[src/inc/tw_pkg.sv]
package tw_pkg;

	// ------------------------------------------------------------------
	// register addresses
	// ------------------------------------------------------------------
	localparam logic [15:0] ADDR_MODE = 16'hff60;
	localparam logic [15:0] ADDR_CTRL = 16'hff61;
	localparam logic [15:0] ADDR_OWN = 16'hff62;
	localparam logic [15:0] ADDR_TIMING = 16'hff63;
	localparam logic [15:0] ADDR_SHIFT = 16'hff64;

	// ------------------------------------------------------------------
	// reset values
	// ------------------------------------------------------------------
	localparam logic [7:0] RST_REG = 8'h00;
	localparam logic [4:0] RST_MODE_LO = 5'h00;
	localparam logic [1:0] RST_WAIT = 2'h0;

	// ------------------------------------------------------------------
	// channel mode register fields
	// ------------------------------------------------------------------
	localparam int MODE_EN = 7;
	localparam int MODE_MATCH = 6;
	localparam int MODE_WAKE = 5;
	localparam int MODE_LO_MSB = 4;

	// ------------------------------------------------------------------
	// bus control and status register fields
	// ------------------------------------------------------------------
	localparam int CTRL_TXDIS = 7;
	localparam int CTRL_ACK_SEEN = 6;
	localparam int CTRL_ACK_AUTO = 5;
	localparam int CTRL_ACK_MAN = 4;
	localparam int CTRL_START_SEEN = 3;
	localparam int CTRL_STOP_SEEN = 2;
	localparam int CTRL_START_OUT = 1;
	localparam int CTRL_STOP_OUT = 0;

	// ------------------------------------------------------------------
	// interrupt timing register fields
	// ------------------------------------------------------------------
	localparam int TIM_CLD = 6;
	localparam int TIM_STOP = 5;
	localparam int TIM_SVAM = 4;
	localparam int TIM_CLC = 3;
	localparam int TIM_WREL = 2;

	// ------------------------------------------------------------------
	// encodings and counts
	// ------------------------------------------------------------------
	localparam logic [1:0] CLKSEL_TIMER = 2'h2;
	localparam logic [1:0] WAIT_8 = 2'h2;
	localparam logic [1:0] WAIT_9 = 2'h3;
	localparam logic [3:0] BYTE_LAST = 4'h7;
	localparam logic [3:0] ACK_BIT = 4'h8;
	localparam int TIMER_DIV = 16;
	localparam logic [3:0] TIMER_HALF = 4'(TIMER_DIV / 2 - 1);

	typedef enum logic [1:0] {
		TW_IDLE,
		TW_ADDR,
		TW_DATA
	} tw_phase_e;

endpackage : tw_pkg

[src/verilog/tw_sync.sv]
`timescale 1ns/100ps
module tw_sync #(
	parameter int WIDTH = 1
) (
	// clock and reset
	input wire logic mclk,
	input wire logic nrst,
	input wire logic ce,
	// asynchronous levels in, synchronised levels out
	input wire logic [WIDTH-1:0] async_in,
	output logic [WIDTH-1:0] sync_out
);

	logic [WIDTH-1:0] meta;

	always_ff @(posedge mclk or negedge nrst) begin
		if (!nrst) begin
			meta <= '0;
			sync_out <= '0;
		end else if (ce) begin
			meta <= async_in;
			sync_out <= meta;
		end
	end

endmodule : tw_sync

[src/verilog/tw_ctrl.sv]
`timescale 1ns/100ps
// What this block does
// - address match flag is read-only and reads 0 while channel disabled.
// - timer-sourced bus clock runs at one sixteenth of timer output rate.
// - reset clears whole bus control and status register to zero.
// - transmit-disable bit 0 enables shifted-data driver, 1 disables it; ack drives still pull data.
// - ack flag sets on ack after transfer; clears on transfer, disable, reset.
// - auto ack drives data low around ninth falling edge; enable stays set.
// - writing manual ack bit pulls data low before next clock fall.
// - manual ack bit clears on clock fall after a rise, channel disable and transfer start.
// - start flag sets on start; clears on transfer, stop, disable, reset.
// - stop flag sets on stop; clears on transfer, mismatch, disable, reset.
// - stop, start and ack flags at bits 2, 3, 6 are read-only.
// - busy mode ends on transfer start or address received; bit kept.
// - wait mode 10 waits after 8th clock, 11 after 9th; 01 prohibited.
// - start-output bit clears output latch then self-clears; clears on off.
// - stop is data rising with clock high; start is data falling.
// - channel enable bit stops channel at 0 and runs it at 1.
module tw_ctrl (
	// clock, reset, enable
	input wire logic mclk,
	input wire logic nrst,
	input wire logic ce,
	// cpu register access
	input wire logic [15:0] cpu_addr,
	input wire logic cpu_wr,
	input wire logic cpu_rd,
	input wire logic [7:0] cpu_wdata,
	output logic [7:0] cpu_rdata,
	// two-wire bus pins
	input wire logic scl_i,
	output logic scl_o,
	output logic scl_oe,
	input wire logic sda_i,
	output logic sda_o,
	output logic sda_oe,
	// timer clock source
	input wire logic timer_two_output,
	// events
	output logic irq,
	output logic busy_mode
);

	// ------------------------------------------------------------------
	// state
	// ------------------------------------------------------------------
	logic channel_enable, wakeup_enable, addr_match_flag;
	logic [4:0] mode_lo;
	logic tx_drive_disable, ack_detected, auto_ack_enable;
	logic manual_ack_trigger, start_detected, stop_detected;
	logic start_output_trigger, stop_output_trigger;
	logic [7:0] own_slave_address, serial_shift_reg;
	logic stop_irq_cause_select, svam, clc, wrel;
	logic [1:0] wait_mode;
	logic so_latch, master, hold, hold_pend, auto_drv, man_rise, scl_gen;
	logic [3:0] bit_cnt, div_cnt;
	tw_pkg::tw_phase_e phase;
	logic scl_prev, sda_prev, tmr_prev;

	logic next_channel_enable, next_wakeup_enable, next_addr_match_flag;
	logic [4:0] next_mode_lo;
	logic next_tx_drive_disable, next_ack_detected, next_auto_ack_enable;
	logic next_manual_ack_trigger, next_start_detected, next_stop_detected;
	logic next_start_output_trigger, next_stop_output_trigger;
	logic [7:0] next_own_slave_address, next_serial_shift_reg;
	logic next_stop_irq_cause_select, next_svam, next_clc, next_wrel;
	logic [1:0] next_wait_mode;
	logic next_so_latch, next_master, next_hold, next_hold_pend;
	logic next_auto_drv, next_man_rise, next_scl_gen, next_busy_mode;
	logic [3:0] next_bit_cnt, next_div_cnt;
	tw_pkg::tw_phase_e next_phase;
	logic next_irq, next_scl_oe, next_sda_oe;
	logic [7:0] next_cpu_rdata;

	// ------------------------------------------------------------------
	// pin synchronisers
	// ------------------------------------------------------------------
	logic s_scl, s_sda, s_tmr;

	tw_sync #(.WIDTH(3)) u_sync (
		.mclk(mclk),
		.nrst(nrst),
		.ce(ce),
		.async_in({scl_i, sda_i, timer_two_output}),
		.sync_out({s_scl, s_sda, s_tmr})
	);

	// ------------------------------------------------------------------
	// decode and bus events
	// ------------------------------------------------------------------
	logic wr_mode, wr_ctrl, wr_own, wr_tim, wr_shift;
	logic scl_rise, scl_fall, tmr_rise, start_cond, stop_cond;
	logic active, byte_done, ack_clk, addr_hit;
	logic [7:0] shift_in, ctrl_view, mode_view, tim_view;

	assign wr_mode = cpu_wr && (cpu_addr == tw_pkg::ADDR_MODE);
	assign wr_ctrl = cpu_wr && (cpu_addr == tw_pkg::ADDR_CTRL);
	assign wr_own = cpu_wr && (cpu_addr == tw_pkg::ADDR_OWN);
	assign wr_tim = cpu_wr && (cpu_addr == tw_pkg::ADDR_TIMING);
	assign wr_shift = cpu_wr && (cpu_addr == tw_pkg::ADDR_SHIFT);
	assign scl_rise = s_scl && !scl_prev;
	assign scl_fall = !s_scl && scl_prev;
	assign tmr_rise = s_tmr && !tmr_prev;
	assign start_cond = scl_prev && s_scl && sda_prev && !s_sda;
	assign stop_cond = scl_prev && s_scl && !sda_prev && s_sda;
	assign active = (phase != tw_pkg::TW_IDLE);
	assign byte_done = active && scl_rise && (bit_cnt == tw_pkg::BYTE_LAST);
	assign ack_clk = active && scl_rise && (bit_cnt == tw_pkg::ACK_BIT);
	assign shift_in = {serial_shift_reg[6:0], s_sda};
	assign addr_hit = svam ? (shift_in[7:1] == own_slave_address[7:1]) :
		(shift_in == own_slave_address);
	assign mode_view = {channel_enable, addr_match_flag && channel_enable,
		wakeup_enable, mode_lo};
	assign ctrl_view = {tx_drive_disable, ack_detected, auto_ack_enable,
		manual_ack_trigger, start_detected, stop_detected,
		start_output_trigger, stop_output_trigger};
	assign tim_view = {1'b0, channel_enable && s_scl, stop_irq_cause_select,
		svam, clc, wrel, wait_mode};

	// ------------------------------------------------------------------
	// next state
	// ------------------------------------------------------------------
	always_comb begin
		next_channel_enable = channel_enable;
		next_wakeup_enable = wakeup_enable;
		next_addr_match_flag = addr_match_flag;
		next_mode_lo = mode_lo;
		next_tx_drive_disable = tx_drive_disable;
		next_ack_detected = ack_detected;
		next_auto_ack_enable = auto_ack_enable;
		next_manual_ack_trigger = manual_ack_trigger;
		next_start_detected = start_detected;
		next_stop_detected = stop_detected;
		next_start_output_trigger = start_output_trigger;
		next_stop_output_trigger = stop_output_trigger;
		next_own_slave_address = own_slave_address;
		next_serial_shift_reg = serial_shift_reg;
		next_stop_irq_cause_select = stop_irq_cause_select;
		next_svam = svam;
		next_clc = clc;
		next_wrel = wrel;
		next_wait_mode = wait_mode;
		next_so_latch = so_latch;
		next_master = master;
		next_hold = hold;
		next_hold_pend = hold_pend;
		next_auto_drv = auto_drv;
		next_man_rise = man_rise;
		next_scl_gen = scl_gen;
		next_busy_mode = busy_mode;
		next_bit_cnt = bit_cnt;
		next_div_cnt = div_cnt;
		next_phase = phase;
		next_irq = 1'b0;
		// pending self-clearing actions from earlier writes
		if (start_output_trigger) begin
			next_so_latch = 1'b0;
			next_start_output_trigger = 1'b0;
		end
		if (stop_output_trigger) begin
			next_so_latch = 1'b1;
			next_stop_output_trigger = 1'b0;
		end
		if (wrel) begin
			next_hold = 1'b0;
			next_wrel = 1'b0;
		end
		// register writes
		if (wr_mode) begin
			next_channel_enable = cpu_wdata[tw_pkg::MODE_EN];
			next_wakeup_enable = cpu_wdata[tw_pkg::MODE_WAKE];
			next_mode_lo = cpu_wdata[tw_pkg::MODE_LO_MSB:0];
		end else if (wr_ctrl) begin
			// flags at bits 6, 3 and 2 are not taken from the write
			next_tx_drive_disable = cpu_wdata[tw_pkg::CTRL_TXDIS];
			next_auto_ack_enable = cpu_wdata[tw_pkg::CTRL_ACK_AUTO];
			if (cpu_wdata[tw_pkg::CTRL_ACK_MAN])
				next_manual_ack_trigger = 1'b1;
			if (cpu_wdata[tw_pkg::CTRL_START_OUT])
				next_start_output_trigger = 1'b1;
			if (cpu_wdata[tw_pkg::CTRL_STOP_OUT])
				next_stop_output_trigger = 1'b1;
			if (cpu_wdata[tw_pkg::CTRL_TXDIS] && !tx_drive_disable)
				next_busy_mode = 1'b1;
		end else if (wr_own) begin
			next_own_slave_address = cpu_wdata;
		end else if (wr_tim) begin
			next_stop_irq_cause_select = cpu_wdata[tw_pkg::TIM_STOP];
			next_svam = cpu_wdata[tw_pkg::TIM_SVAM];
			next_clc = cpu_wdata[tw_pkg::TIM_CLC];
			next_wrel = cpu_wdata[tw_pkg::TIM_WREL];
			next_wait_mode = cpu_wdata[1:0];
		end
		if (channel_enable) begin
			// transfer start: clears flags before any bus event sets them
			if (wr_shift) begin
				next_serial_shift_reg = cpu_wdata;
				next_so_latch = cpu_wdata[7];
				next_bit_cnt = '0;
				next_phase = tw_pkg::TW_DATA;
				next_master = (mode_lo[1:0] == tw_pkg::CLKSEL_TIMER);
				next_ack_detected = 1'b0;
				next_start_detected = 1'b0;
				next_stop_detected = 1'b0;
				next_manual_ack_trigger = 1'b0;
				next_busy_mode = 1'b0;
				next_hold = 1'b0;
				next_hold_pend = 1'b0;
				next_scl_gen = 1'b1;
				next_div_cnt = '0;
			end
			if (scl_fall) begin
				if (active && (bit_cnt < tw_pkg::ACK_BIT))
					next_so_latch = serial_shift_reg[7];
				else if (active)
					next_so_latch = 1'b1;
				if (auto_drv)
					next_auto_drv = 1'b0;
				else if (active && auto_ack_enable &&
					(bit_cnt == tw_pkg::ACK_BIT))
					next_auto_drv = 1'b1;
				if (hold_pend) begin
					next_hold = 1'b1;
					next_hold_pend = 1'b0;
				end
				if (man_rise) begin
					next_manual_ack_trigger = 1'b0;
					next_man_rise = 1'b0;
				end
			end
			if (scl_rise && manual_ack_trigger)
				next_man_rise = 1'b1;
			if (active && scl_rise && (bit_cnt < tw_pkg::ACK_BIT)) begin
				next_serial_shift_reg = shift_in;
				next_bit_cnt = bit_cnt + 4'h1;
			end
			if (byte_done) begin
				if (phase == tw_pkg::TW_ADDR) begin
					next_busy_mode = 1'b0;
					next_phase = tw_pkg::TW_DATA;
					next_addr_match_flag = addr_hit;
					if (!addr_hit)
						next_stop_detected = 1'b0;
					if (wakeup_enable && addr_hit)
						next_irq = 1'b1;
				end
				if (wait_mode != tw_pkg::WAIT_9 && !wakeup_enable)
					next_irq = 1'b1;
				if (wait_mode == tw_pkg::WAIT_8)
					next_hold_pend = 1'b1;
			end
			if (ack_clk) begin
				if (!s_sda)
					next_ack_detected = 1'b1;
				next_phase = tw_pkg::TW_IDLE;
				next_bit_cnt = '0;
				if (wait_mode == tw_pkg::WAIT_9) begin
					next_hold_pend = 1'b1;
					if (!wakeup_enable)
						next_irq = 1'b1;
				end
			end
			if (start_cond) begin
				next_start_detected = 1'b1;
				next_phase = tw_pkg::TW_ADDR;
				next_bit_cnt = '0;
			end
			if (stop_cond) begin
				next_stop_detected = 1'b1;
				next_start_detected = 1'b0;
				next_phase = tw_pkg::TW_IDLE;
				next_bit_cnt = '0;
				next_auto_drv = 1'b0;
				if (stop_irq_cause_select)
					next_irq = 1'b1;
			end
			// master clock: one bus clock per sixteen timer periods
			if (master && active && !hold) begin
				if (tmr_rise) begin
					if (div_cnt == tw_pkg::TIMER_HALF) begin
						next_div_cnt = '0;
						next_scl_gen = !scl_gen;
					end else begin
						next_div_cnt = div_cnt + 4'h1;
					end
				end
			end else if (!wr_shift) begin
				next_div_cnt = '0;
				next_scl_gen = 1'b1;
			end
		end else begin
			next_addr_match_flag = 1'b0;
			next_ack_detected = 1'b0;
			next_start_detected = 1'b0;
			next_stop_detected = 1'b0;
			next_manual_ack_trigger = 1'b0;
			next_start_output_trigger = 1'b0;
			next_stop_output_trigger = 1'b0;
			next_phase = tw_pkg::TW_IDLE;
			next_bit_cnt = '0;
			next_hold = 1'b0;
			next_hold_pend = 1'b0;
			next_auto_drv = 1'b0;
			next_man_rise = 1'b0;
			next_scl_gen = 1'b1;
			next_div_cnt = '0;
		end
		// open-drain drivers: enable means pulling the line low
		next_sda_oe = next_channel_enable && (next_auto_drv ||
			next_manual_ack_trigger ||
			(!next_tx_drive_disable && !next_so_latch));
		next_scl_oe = next_channel_enable && (next_hold || next_busy_mode ||
			(next_phase == tw_pkg::TW_IDLE && !next_clc) ||
			(next_master && next_phase != tw_pkg::TW_IDLE &&
			!next_scl_gen));
		next_cpu_rdata = cpu_rdata;
		if (cpu_rd) begin
			if (cpu_addr == tw_pkg::ADDR_MODE)
				next_cpu_rdata = mode_view;
			else if (cpu_addr == tw_pkg::ADDR_CTRL)
				next_cpu_rdata = ctrl_view;
			else if (cpu_addr == tw_pkg::ADDR_OWN)
				next_cpu_rdata = own_slave_address;
			else if (cpu_addr == tw_pkg::ADDR_TIMING)
				next_cpu_rdata = tim_view;
			else if (cpu_addr == tw_pkg::ADDR_SHIFT)
				next_cpu_rdata = serial_shift_reg;
			else
				next_cpu_rdata = tw_pkg::RST_REG;
		end
	end

	// ------------------------------------------------------------------
	// registers
	// ------------------------------------------------------------------
	always_ff @(posedge mclk or negedge nrst) begin
		if (!nrst) begin
			channel_enable <= 1'b0;
			wakeup_enable <= 1'b0;
			addr_match_flag <= 1'b0;
			mode_lo <= tw_pkg::RST_MODE_LO;
			{tx_drive_disable, ack_detected, auto_ack_enable,
				manual_ack_trigger, start_detected, stop_detected,
				start_output_trigger, stop_output_trigger} <=
				tw_pkg::RST_REG;
			own_slave_address <= tw_pkg::RST_REG;
			serial_shift_reg <= tw_pkg::RST_REG;
			stop_irq_cause_select <= 1'b0;
			svam <= 1'b0;
			clc <= 1'b0;
			wrel <= 1'b0;
			wait_mode <= tw_pkg::RST_WAIT;
			so_latch <= 1'b1;
			master <= 1'b0;
			hold <= 1'b0;
			hold_pend <= 1'b0;
			auto_drv <= 1'b0;
			man_rise <= 1'b0;
			scl_gen <= 1'b1;
			busy_mode <= 1'b0;
			bit_cnt <= '0;
			div_cnt <= '0;
			phase <= tw_pkg::TW_IDLE;
			scl_prev <= 1'b0;
			sda_prev <= 1'b0;
			tmr_prev <= 1'b0;
			irq <= 1'b0;
			scl_oe <= 1'b0;
			sda_oe <= 1'b0;
			scl_o <= 1'b0;
			sda_o <= 1'b0;
			cpu_rdata <= tw_pkg::RST_REG;
		end else if (ce) begin
			channel_enable <= next_channel_enable;
			wakeup_enable <= next_wakeup_enable;
			addr_match_flag <= next_addr_match_flag;
			mode_lo <= next_mode_lo;
			tx_drive_disable <= next_tx_drive_disable;
			ack_detected <= next_ack_detected;
			auto_ack_enable <= next_auto_ack_enable;
			manual_ack_trigger <= next_manual_ack_trigger;
			start_detected <= next_start_detected;
			stop_detected <= next_stop_detected;
			start_output_trigger <= next_start_output_trigger;
			stop_output_trigger <= next_stop_output_trigger;
			own_slave_address <= next_own_slave_address;
			serial_shift_reg <= next_serial_shift_reg;
			stop_irq_cause_select <= next_stop_irq_cause_select;
			svam <= next_svam;
			clc <= next_clc;
			wrel <= next_wrel;
			wait_mode <= next_wait_mode;
			so_latch <= next_so_latch;
			master <= next_master;
			hold <= next_hold;
			hold_pend <= next_hold_pend;
			auto_drv <= next_auto_drv;
			man_rise <= next_man_rise;
			scl_gen <= next_scl_gen;
			busy_mode <= next_busy_mode;
			bit_cnt <= next_bit_cnt;
			div_cnt <= next_div_cnt;
			phase <= next_phase;
			scl_prev <= s_scl;
			sda_prev <= s_sda;
			tmr_prev <= s_tmr;
			irq <= next_irq;
			scl_oe <= next_scl_oe;
			sda_oe <= next_sda_oe;
			scl_o <= 1'b0;
			sda_o <= 1'b0;
			cpu_rdata <= next_cpu_rdata;
		end
	end

endmodule : tw_ctrl

[config.mk]
export PLATFORM = sky130hd
export DESIGN_NAME = tw_ctrl
export DESIGN_NICKNAME = d
export VERILOG_FILES = /design/src/inc/tw_pkg.sv /design/src/verilog/tw_sync.sv /design/src/verilog/tw_ctrl.sv
export SDC_FILE = /design/constraint.sdc
export NUM_CORES = 1
export LEC_CHECK = 0
export BUFFER_PORTS_ARGS = -buffer_cell sky130_fd_sc_hd__buf_2
export CAP_MARGIN = 25
export CORE_ASPECT_RATIO = 0.7
export CORE_MARGIN = 2
export CORE_UTILIZATION = 63
export DETAILED_ROUTE_END_ITERATION = 8
export GPL_TIMING_DRIVEN = 0
export PLACE_DENSITY = 0.89
export SYNTH_ARGS = -nofsm -noshare
export SYNTH_HDL_FRONTEND = slang
export SYNTH_HIERARCHICAL = 1
export SYNTH_SLANG_ARGS = --single-unit
[constraint.sdc]
create_clock -name mclk -period 4.4 [get_ports mclk]
set_input_delay 0.88 -clock mclk [delete_from_list [all_inputs] [get_ports mclk]]
set_output_delay 0.88 -clock mclk [all_outputs]
set_load 0.02 [all_outputs]
==> impl_metrics.tcl, run 1 <==
set metrics [dict create \
    drive_above_1_share_pct 24.07 \
    finalHoldViolCount 0 \
    gr-usage-all-layers_pct 34.51 \
    dp_hpwl_mm 8.677 \
    ir_drop_mv 0.2659 \
    post_cts_buffers 0 \
    max_stage_delay_ps 670 \
    grt_max_degree 49 \
    hp-class "in -> async" \
    antenna_found_initial 0 \
    cp-start-kind "input pin" \
    via_per_inst 6.686 \
    postRouteAntennaNets 0 \
    dieWidth_um 101.8 \
    io_pins 46 \
    grt_pass1_vias 3689 \
    fin_worst_skew_ps 10.93 \
    synth_seq_cells 76 \
    insertion_delay_ps 360 \
    die_area_um2 7378 \
    critical_path.cell_chain "buf_2, nand4_1, nor3_1, nand3_1, nor2_1, mux2_2" \
    clk_pin_slew_ps 80 \
    maxCapViolCount 0 \
    vias 3858 \
    diodes 0 \
    syn_inst 425 \
    drt_iter0_markers 443 \
    top_usage_layer "met2" \
    met1_usage_pct 47.46 \
    maxSlewViolCount 0 \
    overflow 0 \
    grt_use_met3_pct 12.43 \
    cts_root_buf "clkbuf_8" \
    dr.pass1.iters 7 \
    leakagePower_uw 0.002162 \
    crit_fanout 8 \
    fmax_mhz 349.6 \
    wirelength_mm 12.03 \
    cts_resized 0 \
    setup_violations 0 \
    final_nets 516 \
    coreArea_um2 6336 \
    routedWlPerCell_um 20.85 \
    worst_slack_ps 1540 \
    synth_edf_count 0 \
    critical_path_class "in -> reg" \
    critPathTopFamily "simple AND/OR/NAND/NOR gates" \
    cts.htree.levels 3 \
    avgSynthCellArea_um2 9.927 \
    cts_buffers 9 \
    dpl_worst_slack_ps 1265 \
    critical-path-slowest-cell "nor2_1" \
    rsz0062_at_grt "false" \
    gp_congestion 0.9519 \
    setup_tns_ps 0 \
    area_growth_pct 14.83 \
    cts_sinks 76 \
    grt_pass1_wl_mm 19.02 \
    max_slew_margin_pct 37.78 \
    power_density_nw_per_um2 435.4 \
    required_ps 4650 \
    ys_seq_area_share_pct 45.14 \
    hold-worst-slack_ps 448.9 \
    cp-end-kind "flip-flop" \
    yosys_warnings 6 \
    num_rows 24 \
    cts_max_path_buffers 2 \
    fill_cells 447 \
    syn-cell-area_um2 4219 \
    start_util_pct 66.59 \
    die_h_um 72.47 \
    use_met2_pct 51.24 \
    finalCritPeriodShare_pct 65.00 \
    async_flop_share_pct 100.0 \
    outcome "finished, final reports clean" \
    cp_num_buf_inv 1 \
    synth_ff_type "dfrtp_1" \
    worst_ep_arrival_time_ps 3110 \
    cts_hold_buf 0 \
    yosysUniqueCellTypes 66 \
    timing.final.crit_period_ps 2860 \
    drcViolationCount 0 \
    tightest_slew_ps 921.6 \
    numPortBuffers 43 \
    cts_tree "yes" \
]
[placed cells by master (no fill, tap or decap), types with 3 or more instances in the layout]
master | synthesis | final
or3_1 | 10 | 10
clkbuf_1 | 13 | 13
buf_6 | 3 | 3
mux2_4 | 6 | 6
o21ai_1 | 3 | 3
nor3b_1 | 3 | 3
nor2_1 | 25 | 25
o21ai_0 | 24 | 24
xnor2_1 | 6 | 6
ha_1 | 3 | 3
buf_2 | 4 | 46
o2bb2ai_1 | 9 | 9
and3_1 | 3 | 3
buf_4 | 2 | 3
mux2i_1 | 5 | 5
o31ai_1 | 4 | 4
nor2b_1 | 7 | 7
nand2b_1 | 6 | 6
mux2_2 | 25 | 25
nor3_1 | 8 | 8
inv_1 | 8 | 8
clkbuf_8 | 0 | 9
a31oi_1 | 17 | 17
a21o_1 | 5 | 5
and2_1 | 5 | 5
nand2_1 | 49 | 49
nand4_1 | 5 | 5
dfrtp_1 | 74 | 74
nand3_1 | 10 | 10
a21oi_1 | 23 | 23
bufinv_16 | 0 | 4
a22o_1 | 7 | 7
[path summary, 6_finish.rpt]
kind,end,from,depth (start not counted),slack [ps]
hold / removal,own_slave_address[6]$_DFFE_PN0P_,nrst,1,450
max in group asynchronous,scl_gen$_DFFE_PN1P_,nrst,2,3340
hold reg to reg,hold_pend$_DFFE_PN0P_,hold_pend$_DFFE_PN0P_,1,500
setup reg to reg,bit_cnt[0]$_DFFE_PN0P_,bit_cnt[0]$_DFFE_PN0P_,7,1980
setup / recovery,mode_lo[4]$_DFFE_PN0P_,cpu_addr[8],6,1540
min in group mclk,hold_pend$_DFFE_PN0P_,hold_pend$_DFFE_PN0P_,1,500
[cell usage after synthesis (4+ instances only)]
library cell / n / area share (%)
dfrtp_1: 74 / 44
nand2_1: 49 / 4.4
mux2_2: 25 / 6.7
nor2_1: 25 / 2.2
o21ai_0: 24 / 2.8
a21oi_1: 23 / 2.7
a31oi_1: 17 / 2.5
clkbuf_1: 13 / 1.2
nand3_1: 10 / 1.2
or3_1: 10 / 1.5
o2bb2ai_1: 9 / 1.9
inv_1: 8 / 0.71
nor3_1: 8 / 0.95
a22o_1: 7 / 1.5
nor2b_1: 7 / 1.0
mux2_4: 6 / 2.1
nand2b_1: 6 / 0.89
xnor2_1: 6 / 1.2
a21o_1: 5 / 0.89
and2_1: 5 / 0.74
mux2i_1: 5 / 1.2
nand4_1: 5 / 0.74
buf_2: 4 / 0.47
o31ai_1: 4 / 0.71
[power by group]
group / internal [uW] / switching (uW)
clock network: 433 / 267
registers: 808 / 128
logic: 206 / 267
total: 1450 / 662
[logic make-up after synthesis]
group | count (synthesis) | synth area share (%)
AOI/OAI and AO/OA | 119 | 19.66
xor gates and xnor gates | 8 | 1.661
adders and majority gates | 3 | 0.8898
buffers and inverters | 31 | 3.588
DFF | 76 | 45.14
muxes | 37 | 10.26
other | 1 | 0.08888
and+or+nand+nor | 150 | 18.71
[metrics by stage]
stage	utilization [%]	total power (uW)	cells	area (um^2)
after CTS	76.46	2093	577	4845
after global routing	76.46	2198	577	4845
final	76.46	2109	577	4845
after floorplan	-	1232	426	4223
after detailed placement	72.31	1399	561	4582
after global placement	71.84	1371	560	4552
[routing by layer]
| layer | routed length, um | vias to the layer above |
|---|---|---|
| li1 | - | 1679 |
| met1 | 4886 | 1831 |
| met2 | 5221 | 302 |
| met3 | 1593 | 46 |
| met4 | 328 | 0 |
| met5 | 0 | - |
[cell type report]
cell class	count	area, um^2	share of cell area, %
inverters	8	30.03	0.6198
multi-input cells	319	2167	44.73
flip-flops and latches	76	1904	39.31
plain buffers	23	121.4	2.505
well taps	91	113.9	2.350
repair buffers	44	245.2	5.062
clock inverters	7	138.9	2.867
clock buffers	9	123.9	2.557
(Power assumes the default switching activity.)
==> run 2, diff against run 1 <==
--- a/config.mk
+++ b/config.mk
@@ -5,14 +5,15 @@
 export SDC_FILE = /design/constraint.sdc
 export NUM_CORES = 1
 export LEC_CHECK = 0
+export ABC_AREA = 1
 export BUFFER_PORTS_ARGS = -buffer_cell sky130_fd_sc_hd__buf_2
 export CAP_MARGIN = 25
 export CORE_ASPECT_RATIO = 0.7
 export CORE_MARGIN = 2
-export CORE_UTILIZATION = 63
+export CORE_UTILIZATION = 53
 export DETAILED_ROUTE_END_ITERATION = 8
 export GPL_TIMING_DRIVEN = 0
-export PLACE_DENSITY = 0.89
+export PLACE_DENSITY = 0.8
 export SYNTH_ARGS = -nofsm -noshare
 export SYNTH_HDL_FRONTEND = slang
 export SYNTH_HIERARCHICAL = 1
==> constraint.sdc (replaced) <==
create_clock -name mclk -period 2.5 [get_ports mclk]
set_input_delay 0.5 -clock mclk [delete_from_list [all_inputs] [get_ports mclk]]
set_output_delay 0.5 -clock mclk [all_outputs]
set_load 0.02 [all_outputs]
==> impl_metrics.tcl, run 2 <==
set metrics [dict create \
    outcome "finished, final reports clean" \
    p_sw_share_pct 31.63 \
    syn-cell-area_um2 4259 \
    cts_buffers 9 \
    critPathLaunch "bit_cnt[0]$_DFFE_PN0P_" \
    post-route-util_pct 62.34 \
    cts_tree "yes" \
    overflow 0 \
    timing.final.crit_period_ps 1956 \
    maxSlewViolCount 0 \
    reg2regPathDepth 12 \
    synth_ff_type "dfrtp_1" \
    fmax_mhz 511.3 \
    dieWidth_um 111.1 \
    yosysTopAreaCellShare_pct 43.48 \
    required_ps 2730 \
    maxCapViolCount 0 \
    crit_fanout 4 \
    finalCritPeriodShare_pct 78.24 \
    cts_root_buf "clkbuf_16" \
    met2WireLength_mm 4.704 \
    power_frac_comb_pct 19.2 \
    power_density_nw_per_um2 700.3 \
    cts_hold_buf 0 \
    cts_resized 0 \
    final_cell_mix "nand2_1 (158), inv_1 (77), dfrtp_1 (74)" \
    post_cts_buffers 0 \
    async_flop_share_pct 100.0 \
    met1_length_mm 5.256 \
    clk_pin_slew_ps 60 \
    drive_above_1_share_pct 16.97 \
    antenna_found_initial 0 \
    switchingPower_uw 1082 \
    p_seq_share_pct 46.2 \
    met3_wirelength_mm 1.194 \
    synth_seq_cells 76 \
    cts_max_path_buffers 2 \
    cts.htree.levels 3 \
    postLayoutCellArea_um2 4886 \
    via_per_inst 5.556 \
    grt_max_degree 42 \
    numPortBuffers 42 \
    worst_ep_arrival_time_ps 2190 \
    cts_sinks 76 \
    p_clk_share_pct 34.6 \
    rsz0062_at_grt "false" \
    r2r-start "bit_cnt[0]$_DFFE_PN0P_" \
    drt_iter0_markers 435 \
    rrSetupSlack_ps 540 \
    finalHoldViolCount 0 \
    gr-usage-all-layers_pct 27.75 \
    vias 3967 \
    yosysUniqueCellTypes 43 \
    final_common_cell "nand2_1" \
    grt_pass1_vias 3785 \
    setup_violations 0 \
    io_pins 46 \
    synth_area_leaders "dfrtp_1 (43%), nand2_1 (14%), inv_1 (6.8%)" \
    synth_edf_count 0 \
    die_area_um2 8780 \
    diodes 0 \
    coreArea_um2 7838 \
    hold-worst-slack_ps 111.1 \
    hp-class "in -> async" \
    dr.pass1.iters 7 \
    highest_layer "met4" \
    leakagePower_uw 0.002440 \
    avgSynthCellArea_um2 7.702 \
    num_rows 27 \
    internal_power_uw 2339 \
    crit_end "scl_oe$_DFFE_PN0P_" \
    drcViolationCount 0 \
    placed_area_um2 4622 \
    grt_pass1_wl_mm 18.89 \
    dpl_worst_slack_ps 459.3 \
    fin_worst_skew_ps 3.571 \
    setup_tns_ps 0 \
    yosys-top-cells-count "nand2_1 (158), inv_1 (77), dfrtp_1 (74)" \
    die_h_um 79 \
    worst_slack_ps 544.0 \
    synth_most_common_cell "nand2_1" \
    synth_top_area_cell "dfrtp_1" \
    cp-start-kind "flip-flop" \
    syn_inst 553 \
    ys_seq_area_share_pct 44.71 \
    insertion_delay_ps 340 \
    area_growth_pct 14.72 \
    wirelength_mm 11.37 \
    ir_drop_mv 0.5042 \
    reg2reg_to "scl_oe$_DFFE_PN0P_" \
    start_util_pct 54.34 \
    gp_congestion 0.9721 \
    dp_hpwl_mm 8.565 \
    yosys_warnings 6 \
    critical_path_class "reg -> reg" \
    routedWlPerCell_um 15.92 \
    fill_cells 716 \
    final_nets 643 \
    cp-end-kind "flip-flop" \
    postRouteAntennaNets 0 \
]
## run 2: cell count changes in the layout (fill, tap and decap cells not counted), sizes merged, moves of 11 or more
cell    previous run  this run
nand3             10        32
mux2              32         1
or3               11         0
o21ai             27        66
a31oi             19         2
o211ai             1        13
nor2              27        42
inv                8        82
nand2             49       163
## run 2: cell type report
type / count / area, um^2 / share of cell area (%)
Multi-Input combinational cell: 381 / 1948 / 39.87
Buffer: 15 / 100.1 / 2.049
Clock buffer: 14 / 254.0 / 5.198
Clock inverter: 2 / 10.01 / 0.2049
Tap cell: 101 / 126.4 / 2.586
Sequential cell: 76 / 1904 / 38.98
Inverter: 82 / 310.3 / 6.351
Timing Repair Buffer: 43 / 232.7 / 4.763
## run 2: routing by layer
metal,vias up,track usage [%]
met2,179,40.25
li1,1905,-
met4,0,7.654
met1,1863,40.04
met3,20,9.237
met5,-,0
## run 2: worst max-delay path: stages (launching register included)
cell	delay (ps)
dfrtp_1	380
inv_1	120
ha_1	170
nand3_1	160
nor2_1	240
inv_1	90
nand3_1	180
o21bai_2	170
nand2_1	100
nand2_1	60
nand3_1	60
nand2_1	80
nand2_1	50
## run 2: logic make-up (layout without fill, tap and decap cells)
| logic type | count (synthesis) | in the layout | synth area share [%] |
|---|---|---|---|
| other | 1 | 2 | 0.08805 |
| buffers and inverters | 97 | 156 | 9.635 |
| AO/OA/AOI/OAI | 114 | 114 | 15.92 |
| AND/OR/NAND/NOR | 254 | 254 | 26.97 |
| XOR/XNOR | 7 | 7 | 1.440 |
| adder cells (fa/ha/maj) | 3 | 3 | 0.8814 |
| flip-flops | 76 | 76 | 44.71 |
| multiplexers | 1 | 1 | 0.3524 |
## run 2: through the flow
stage               instances  total power [uW]
finish                    714              3422
global route              714              3594
CTS                       714              3425
detailed placement        698              2243
global placement          697              2202
floorplan                 554              1990
## run 2: worst min-delay path by stage
stage / from / end / depth (start not counted)
global placement: u_sync/meta[0]$_DFFE_PN0P_ / u_sync/meta[0]$_DFFE_PN0P_ / 2
global route: nrst / cpu_rdata[3]$_DFFE_PN0P_ / 1
finish: nrst / cpu_rdata[3]$_DFFE_PN0P_ / 1
floorplan: nrst / ack_detected$_DFFE_PN0P_ / 0
detailed placement: u_sync/meta[2]$_DFFE_PN0P_ / u_sync/meta[2]$_DFFE_PN0P_ / 2
CTS: nrst / cpu_rdata[3]$_DFFE_PN0P_ / 1
## run 2: power groups by stage
stage / combinational (uW) / clock [uW] / sequential, uW
after global placement: 615 / 0 / 1590
final: 658 / 1180 / 1580
after detailed placement: 647 / 0 / 1600
after global routing: 745 / 1250 / 1600
after CTS: 653 / 1200 / 1580
after floorplan: 437 / 0 / 1550
==> run 3, diff against run 2 <==
--- a/config.mk
+++ b/config.mk
@@ -5,7 +5,7 @@
 export SDC_FILE = /design/constraint.sdc
 export NUM_CORES = 1
 export LEC_CHECK = 0
-export ABC_AREA = 1
+export ABC_AREA = 0
 export BUFFER_PORTS_ARGS = -buffer_cell sky130_fd_sc_hd__buf_2
 export CAP_MARGIN = 25
 export CORE_ASPECT_RATIO = 0.7
==> constraint.sdc (replaced) <==
create_clock -name mclk -period 1.65 [get_ports mclk]
set_input_delay 0.33 -clock mclk [delete_from_list [all_inputs] [get_ports mclk]]
set_output_delay 0.33 -clock mclk [all_outputs]
set_load 0.02 [all_outputs]
==> impl_metrics.tcl, run 3 (synthesis gave the netlist of run 1 again) <==
set metrics [dict create \
    setup_tns_ps -5231 \
    p_clk_share_pct 34.1 \
    hp-start "timer_two_output" \
    dpl_worst_slack_ps -786.6 \
    final_cell_mix "dfrtp_1 (69), nand2_1 (45), buf_2 (38)" \
    final_nets 549 \
    critPathLaunch "cpu_addr[7]" \
    p_sw_share_pct 31.50 \
    drt_iter0_markers 482 \
    dieWidth_um 110.6 \
    violations "setup timing" \
    power_density_nw_per_um2 1105 \
    finalCritPeriodShare_pct 117.7 \
    drcViolationCount 0 \
    area_growth_pct 33.78 \
    routedWlPerCell_um 21.38 \
    setup_violations 34 \
    outcome "complete, but fails checks" \
    num_rows 27 \
    switchingPower_uw 1965 \
    io_pins 46 \
    grt_use_met3_pct 8.571 \
    required_ps 1910 \
    cts_sinks 76 \
    postRouteAntennaNets 0 \
    die_area_um2 8702 \
    die_h_um 78.65 \
    drive_above_1_share_pct 41.23 \
    timing.final.crit_period_ps 1943 \
    worst_ep_arrival_time_ps 2200 \
    diodes 0 \
    p_seq_share_pct 40.4 \
    via_per_inst 6.489 \
    maxCapViolCount 0 \
    dr.pass1.iters 5 \
    finalHoldViolCount 0 \
    ir_drop_mv 0.6109 \
    cts_root_buf "clkbuf_16" \
    gp_congestion 0.9509 \
    dp_hpwl_mm 8.502 \
    cts.htree.levels 3 \
    gr-usage-all-layers_pct 30.72 \
    fin_worst_skew_ps 6.034 \
    grt_pass1_wl_mm 20.64 \
    tightest_slew_ps 589.2 \
    power_frac_comb_pct 25.4 \
    cts_tree "yes" \
    overflow 0 \
    cts_max_path_buffers 2 \
    maxSlewViolCount 0 \
    vias 4023 \
    r2r-start "bit_cnt[3]$_DFFE_PN0P_" \
    start_util_pct 54.06 \
    fmax_mhz 514.7 \
    rrSetupSlack_ps -270 \
    use_met2_pct 47.85 \
    clk_pin_slew_ps 60 \
    grt_pass1_vias 3966 \
    cp-end-kind "flip-flop" \
    antenna_found_initial 0 \
    coreArea_um2 7804 \
    leakagePower_uw 0.002508 \
    worst_slack_ps -292.8 \
    numPortBuffers 43 \
    crit_fanout 6 \
    internal_power_uw 4274 \
    max_slew_margin_pct 60.72 \
    insertion_delay_ps 330 \
    cts_buffers 9 \
    critical_path_class "in -> reg" \
    met1_usage_pct 41.88 \
    cp-start-kind "input pin" \
    wirelength_mm 13.26 \
    rsz0062_at_grt "true" \
    top_usage_layer "met2" \
    grt_max_degree 51 \
    final_common_cell "dfrtp_1" \
    hp-class "in -> reg" \
]
-- run 3: power groups by stage --
stage | combinational, uW | sequential, uW | clock [uW]
3_5_place_dp | 1240 | 2490 | 0
5_1_grt | 1710 | 2550 | 2230
4_1_cts | 1420 | 2470 | 2150
2_1_floorplan | 836 | 2450 | 0
6_report | 1590 | 2520 | 2130
3_3_place_gp | 1180 | 2480 | 0
-- run 3: metrics by stage --
step	total power, uW	hold slack (ps)	util [%]	instances	area [um^2]
6_report	6239	221.3	72.33	620	5644
5_1_grt	6489	232.2	72.33	620	5644
4_1_cts	6038	219.4	68.59	610	5353
3_5_place_dp	3728	281.1	58.99	571	4603
3_3_place_gp	3661	467.8	58.60	570	4573
2_1_floorplan	3288	34.41	-	426	4232
-- run 3: path summary, 6_finish.rpt --
| check | endpoint | depth (start not counted) |
|---|---|---|
| worst max-delay path | serial_shift_reg[5]$_DFFE_PN0P_ | 8 |
| worst min-delay path | u_sync/meta[0]$_DFFE_PN0P_ | 2 |
| worst max register to register | scl_oe$_DFFE_PN0P_ | 7 |
| worst min register to register | cpu_rdata[7]$_DFFE_PN0P_ | 2 |
| max in group asynchronous | so_latch$_DFFE_PN1P_ | 3 |
| min in group asynchronous | sda_prev$_DFFE_PN0P_ | 2 |
-- run 3: routing by layer --
metal	wire length, um	vias up
met5	0	-
met4	301	0
met3	1591	44
met2	6175	279
met1	5186	1957
li1	-	1743
-- run 3: final cells by class --
| cell class | count | area [um^2] |
|---|---|---|
| clock buffers | 12 | 246.5 |
| fillers | 510 | 2160 |
| inverters | 8 | 30.03 |
| multi-input cells | 319 | 2500 |
| repair buffers | 82 | 619.3 |
| well taps | 101 | 126.4 |
| flip-flops and latches | 76 | 1911 |
| plain buffers | 18 | 138.9 |
| clock inverters | 4 | 72.57 |
-- run 3: worst max-delay path, stage by stage --
cell and delay, ps:
buf_6 90, nand4bb_4 220, or3b_4 440, or3_4 430
a21oi_4 310, buf_6 190, nor2_2 40, a31oi_2 130
-- run 3: what timing repair did --
action,CTS,global route
hold buffers,1,0
resized for setup,59,60
buffers inserted,24,12
pin swaps,16,22
setup endpoints to repair,64,69
cloned,1,0
endpoints found under the hold margin,25,0
